File: config.mk
export PLATFORM = sky130hd
export DESIGN_NAME = gcdr_readout
export DESIGN_NICKNAME = d
export VERILOG_FILES = /design/src/verilog/gcdr_pkg.sv /design/src/verilog/gcdr_readout.sv
export VERILOG_INCLUDE_DIRS = /design/src /design/src/verilog
export SDC_FILE = /design/constraint.sdc
export NUM_CORES = 1
export LEC_CHECK = 0
export BUFFER_PORTS_ARGS = -buffer_cell sky130_fd_sc_hd__clkbuf_2
export CAP_MARGIN = 10
export CORE_ASPECT_RATIO = 1.4
export CORE_UTILIZATION = 50
export CTS_CLUSTER_DIAMETER = 30
export DETAILED_ROUTE_END_ITERATION = 7
export PLACE_DENSITY = 0.67
export SYNTH_ARGS = -nofsm -noshare
export SYNTH_HDL_FRONTEND = slang
export SYNTH_SLANG_ARGS = --single-unit
File: constraint.sdc
create_clock -name sys_clk -period 4 [get_ports sys_clk]
set_clock_uncertainty 0.1 [all_clocks]
set_input_delay 0.8 -clock sys_clk [delete_from_list [all_inputs] [get_ports sys_clk]]
set_output_delay 0.8 -clock sys_clk [all_outputs]
set_load 0.02 [all_outputs]
File: src/verilog/gcdr_map.svh
// Purpose: constants for the glyph readout block
// Assumes: 10 MHz sys_clk
// Notes: definitions only
`ifndef GCDR_MAP_SVH
`define GCDR_MAP_SVH
`define GCDR_NUM_COM 16
`define GCDR_NUM_SEG 40
`define GCDR_NUM_CHAR 8
`define GCDR_CHAR_W 6'h08
`define GCDR_LAST_ADDR 7'h07
`define GCDR_CURSOR_ROW8 4'h7
`define GCDR_CURSOR_ROW10 4'hA
`define GCDR_ROWS8 4'h8
`define GCDR_ROWS10 4'hB
`define GCDR_BLINK_DIV 22'h0F_4240
`define GCDR_SLOT_PH 2'h0
`endif

File: src/verilog/gcdr_pkg.sv
// Purpose: types for the glyph readout block
// Assumes: constants live in gcdr_map.svh
// Notes: none
`default_nettype none
package gcdr_pkg;
  typedef enum logic [1:0] {
    GCDR_IDLE = 2'b00,
    GCDR_FETCH = 2'b01,
    GCDR_SHIFT = 2'b10,
    GCDR_LATCH = 2'b11
  } gcdr_state_t;
  typedef struct packed {
    logic wr;
    logic [5:0] addr;
    logic [7:0] data;
  } gcdr_host_t;
  typedef struct packed {
    logic font10;
    logic disp_on;
    logic cursor_on;
    logic blink_on;
  } gcdr_ctrl_t;
endpackage : gcdr_pkg
`default_nettype wire

File: src/verilog/gcdr_readout.sv
// Purpose: character glyph readout with cursor, blink and driver shift
// Assumes: text_buffer read port is combinational; fixed glyph store external
// Notes: one row of 8 chars at 5 dots; frame restarts after the last row
//
// Summary of operation
// - 5x8: code bits 2:0 pick glyph
// - 5x8: address bits 2:0 pick line
// - 5x8: eighth line ORed with cursor
// - Data bits 4:0 are dots, bit4 left
// - Code bits 7:4 zero selects RAM glyph
// - 5x8: code bit 3 ignored
// - One bit lights dot, zero unlit
// - 5x10: code bits 2:1 pick glyph
// - 5x10: bits 3:0 line, eleventh cursor
// - 5x10: lines 12-16 hidden, still storage
// - 5x10: code bits 0,3 ignored
// - Host and refresh accesses use separate slots
// - 16 commons, 40 segments, unused unselected
// - Shift starts at last text address
// - Latch when starting address enters
// - Cursor at pointer_reg address
// - Cursor and blink gated by enables
`timescale 1ns/100ps
`default_nettype none
`include "gcdr_map.svh"
module gcdr_readout
(
  // Clock and reset
  input wire logic sys_clk,
  input wire logic rst_n,
  // Control
  input wire gcdr_pkg::gcdr_ctrl_t ctrl,
  input wire logic [6:0] pointer_reg,
  // Host access to user glyph RAM
  input wire gcdr_pkg::gcdr_host_t host,
  output logic [7:0] host_rdata,
  // Text buffer read port
  output logic [6:0] text_addr,
  input wire logic [7:0] text_code,
  // Fixed glyph store read port
  output logic [11:0] rom_addr,
  input wire logic [4:0] rom_row,
  // Panel drivers
  output logic [15:0] com_sel,
  output logic [39:0] seg_out
);
  logic [7:0] glyph_ram [0:63];
  logic [1:0] slot_r;
  logic [3:0] row_r;
  logic [2:0] pos_r;
  logic [39:0] shreg_r;
  logic [39:0] seg_r;
  logic [15:0] com_r;
  logic [7:0] hrd_r;
  logic [21:0] blink_cnt_r;
  logic blink_ph_r;
  logic [3:0] rows_used;
  logic [3:0] cursor_row;
  logic is_user;
  logic [5:0] user_addr;
  logic [4:0] pattern;
  logic cursor_here;
  logic [4:0] merged;
  logic refresh_slot;
  logic last_pos;
  logic [6:0] char_addr;
  logic [7:0] ram_word;

  assign refresh_slot = (slot_r == `GCDR_SLOT_PH);
  assign rows_used = ctrl.font10 ? `GCDR_ROWS10 : `GCDR_ROWS8;
  assign cursor_row = ctrl.font10 ? `GCDR_CURSOR_ROW10 : `GCDR_CURSOR_ROW8;
  // Walk from the last address down so the start address arrives last
  assign char_addr = `GCDR_LAST_ADDR - {4'h0, pos_r};
  assign text_addr = char_addr;
  assign is_user = (text_code[7:4] == 4'h0);
  assign user_addr = ctrl.font10
    ? {text_code[2:1], row_r}
    : {text_code[2:0], row_r[2:0]};
  assign ram_word = glyph_ram[user_addr];
  assign rom_addr = {text_code, row_r};
  assign pattern = is_user ? ram_word[4:0] : rom_row;
  assign cursor_here = (char_addr == pointer_reg) && (row_r == cursor_row);
  assign merged = (ctrl.blink_on && blink_ph_r && char_addr == pointer_reg) ? 5'h1F
    : (pattern | {5{cursor_here && ctrl.cursor_on}});
  assign last_pos = (pos_r == 3'h7);
  assign host_rdata = hrd_r;
  assign com_sel = com_r;
  assign seg_out = seg_r;

  // Host cycles only in non-refresh slots; rows 11-15 stay plain storage
  always_ff @(posedge sys_clk)
  begin
    if (host.wr && !refresh_slot)
      glyph_ram[host.addr] <= host.data;
  end

  always_ff @(posedge sys_clk)
  begin
    if (!rst_n)
      hrd_r <= 8'h00;
    else if (!refresh_slot)
      hrd_r <= glyph_ram[host.addr];
  end

  always_ff @(posedge sys_clk)
  begin
    if (!rst_n)
      slot_r <= 2'h0;
    else
      slot_r <= slot_r + 2'h1;
  end

  always_ff @(posedge sys_clk)
  begin
    if (!rst_n)
    begin
      blink_cnt_r <= 22'h00_0000;
      blink_ph_r <= 1'b0;
    end
    else if (blink_cnt_r == `GCDR_BLINK_DIV)
    begin
      blink_cnt_r <= 22'h00_0000;
      blink_ph_r <= ~blink_ph_r;
    end
    else
      blink_cnt_r <= blink_cnt_r + 22'h00_0001;
  end

  // Shift one character per refresh slot; latch after start address enters
  always_ff @(posedge sys_clk)
  begin
    if (!rst_n)
    begin
      pos_r <= 3'h0;
      row_r <= 4'h0;
      shreg_r <= 40'h00_0000_0000;
    end
    else if (refresh_slot)
    begin
      shreg_r <= {shreg_r[34:0], merged};
      pos_r <= pos_r + 3'h1;
      if (last_pos)
        row_r <= (row_r + 4'h1 >= rows_used) ? 4'h0 : row_r + 4'h1;
    end
  end

  logic latch_r;
  logic [3:0] latch_row_r;
  logic row_shown;

  always_ff @(posedge sys_clk)
  begin
    if (!rst_n)
    begin
      latch_r <= 1'b0;
      latch_row_r <= 4'h0;
    end
    else
    begin
      latch_r <= refresh_slot && last_pos;
      if (refresh_slot && last_pos)
        latch_row_r <= row_r;
    end
  end

  // A font change mid-frame can finish one row past the new height; its common stays unselected
  assign row_shown = (latch_row_r < rows_used);

  always_ff @(posedge sys_clk)
  begin
    if (!rst_n)
    begin
      seg_r <= 40'h00_0000_0000;
      com_r <= 16'h0000;
    end
    else if (latch_r)
    begin
      seg_r <= ctrl.disp_on ? shreg_r : 40'h00_0000_0000;
      com_r <= (ctrl.disp_on && row_shown) ? (16'h0001 << latch_row_r) : 16'h0000;
    end
  end
endmodule : gcdr_readout
`default_nettype wire
==> impl_metrics.json <==
{
  "status": "completed",
  "die_h_um": 284.6,
  "min_period_ps": 3027,
  "dieArea_um2": 58000,
  "clock.fmax_mhz": 330.4,
  "pre_cts_slack_ps": 449.4,
  "htreeDepth": 3,
  "clk_pin_slew_worst_paths_ps": 60,
  "path_max_fanout": 43,
  "yosysTopAreaCell": "edfxtp_1",
  "grtUsageTotal": 0.2992,
  "dr.pass1.iters": 6,
  "path_class": "primary input to flop",
  "root_buffer": "clkbuf_16",
  "top_layer_used": "met4",
  "crit_required_ps": 4420,
  "synthFlopType": "edfxtp_1",
  "synth.avg_cell_area_um2": 15.12,
  "hold_ws_ps": 311.9,
  "yosys_warnings": 0,
  "ctsHoldBuffers": 0,
  "coreArea_um2": 56320,
  "start_kind": "primary input",
  "max_cap_violations": 0,
  "ir_worst_vdd_mv": 0.3581,
  "via_per_inst": 6.358,
  "setup_viol": 0,
  "synth_seq_area_share": 0.6382,
  "dpl_cell_area_um2": 30390,
  "grt.overflow.total": 0,
  "ys_types": 68,
  "grt_pass1_vias": 18710,
  "portBuffers": 117,
  "pin_count": 124,
  "synth_edf_count": 512,
  "cts_setup_buffers": 0,
  "hpwl_um": 58420,
  "power_w": 0.01720,
  "worst_slack_ps": 973.5,
  "final_common_cell": "edfxtp_1",
  "power.leakage_nw": 11.67,
  "stdcell_area_um2": 33860,
  "antenna_found_initial": 1,
  "maxSlewHeadroom": 0.2711,
  "gp_congestion": 1.007,
  "hold_path.class": "flop to flop",
  "rows": 103,
  "cts_tree": "done",
  "ctsResizeCount": 0,
  "routed_wl_um": 85760,
  "diodes": 0,
  "yosys-top-cells-area": "edfxtp_1 54%, mux4_2 11%, dfxtp_1 9.9%",
  "ys_ff_latch": 653,
  "wl_per_cell_um": 29.28,
  "hold_viol": 0,
  "async_flop_share": 0,
  "syn_to_final_growth_pct": 18.75,
  "clock-sinks": 653,
  "endpoint_kind": "flop",
  "drc_errors": 0,
  "cp_data_arrival_time_ps": 3450,
  "synth_top_area_frac": 0.5392,
  "num_vias": 18620,
  "synth_area_um2": 28510,
  "nets": 2160,
  "route.met2.wl_um": 42660,
  "worst_slew_pin_slew_ps": 1093,
  "drtIter0Drc": 2158,
  "clock_path_buffers": 3,
  "clkLatencyLatePin_ps": 660,
  "met1_length_um": 30570,
  "antenna_left": 0,
  "die_w_um": 203.8,
  "post-route-period-util": 0.7566,
  "grt_setup_unrepaired": "false",
  "dr_wl_met3_um": 7144,
  "start_util": 0.5063,
  "cts_buffers": 100,
  "totalNegativeSetupSlack_ps": 0,
  "grt_max_degree": 80,
  "final_cell_mix": "512 x edfxtp_1, 148 x buf_4, 138 x mux4_2, 138 x dfxtp_1, 121 x mux2i_1",
  "grt_pass1_wl_um": 124300,
  "layout-drive-gt1-share": 0.2844,
  "netlist_instances": 1886,
  "maxSlewViolCount": 0,
  "cellPowerDensity_nw_per_um2": 508.1
}
## stage by stage
stage,util,std cells
after floorplan,-,1889
after global placement,0.5396,2743
after detailed placement,0.5396,2743
after CTS,0.6012,2929
after global routing,0.6012,2929
final,0.6012,2929
## per-layer routing
| layer | GRT usage | vias to the layer above |
|---|---|---|
| met1 | 0.3557 | 9418 |
| met2 | 0.4964 | 1071 |
| met3 | 0.06191 | 244 |
| li1 | - | 7889 |
| met4 | 0.1831 | 0 |
| met5 | 0 | - |
## worst paths after layout
path	startpoint	end	slack [ps]	cells past startpoint
setup / recovery	host[8]	host_rdata[3]	970	7
hold / removal	slot_r[0]	slot_r[0]	310	1
setup reg to reg	row_r[1]	shreg_r[1]	1040	7
hold reg to reg	slot_r[0]	slot_r[0]	310	1
## Yosys cell counts, drive strengths merged, types with 10 or more instances
library cell / instances
mux4: 138
nor2b: 59
a221o: 15
a21boi: 46
and2: 20
a221oi: 42
nor2: 121
o221ai: 10
nand2: 113
xor2: 19
o2bb2ai: 10
edfxtp: 512
dfxtp: 141
mux2i: 121
o21ai: 30
clkbuf: 57
a31oi: 18
inv: 20
nand3: 67
a22oi: 34
a21oi: 34
buf: 91
a22o: 14
o22ai: 17
mux2: 38
## sequential cells by signal, indices dropped and copies added, names as in the netlist
register,flops
com_sel,16
latch_row_r,4
host_rdata,8
pos_r,3
slot_r,2
seg_out,40
glyph_ram,512
blink_cnt_r,22
shreg_r,40
latch_r,1
row_r,4
blink_ph_r,1
## logic make-up after synthesis
logic type,share of synthesized area
AOI/OAI and AO/OA,0.07886
other,0.0001315
and+or+nand+nor,0.07184
buffers and inverters,0.03300
muxes,0.1666
xor gates and xnor gates,0.007372
DFF,0.6382
adders and majority gates,0.003950
## final cells by class
type	count	area, µm²
clock inverters	65	754.5
repair buffers	267	1788
well taps	735	919.6
inverters	22	82.58
clock buffers	121	2718
fillers	4191	22460
multi-input cells	1066	9390
flip-flops and latches	653	18210
## power by group
| group | total, W | leakage [nW] | internal [W] | switching (W) |
|---|---|---|---|---|
| combinational | 0.000912 | 4.25 | 0.000312 | 0.000600 |
| clock | 0.00888 | 1.67 | 0.00562 | 0.00326 |
| sequential | 0.00741 | 5.75 | 0.00736 | 0.0000487 |
## worst max-delay path, stage by stage
cell and delay [ps]:
buf_6 440, buf_12 310, mux4_2 530, mux2i_1 660, o22ai_1 250, nor4_2 300
a21oi_1 100
No activity file was read; power rests on OpenSTA's default activity.
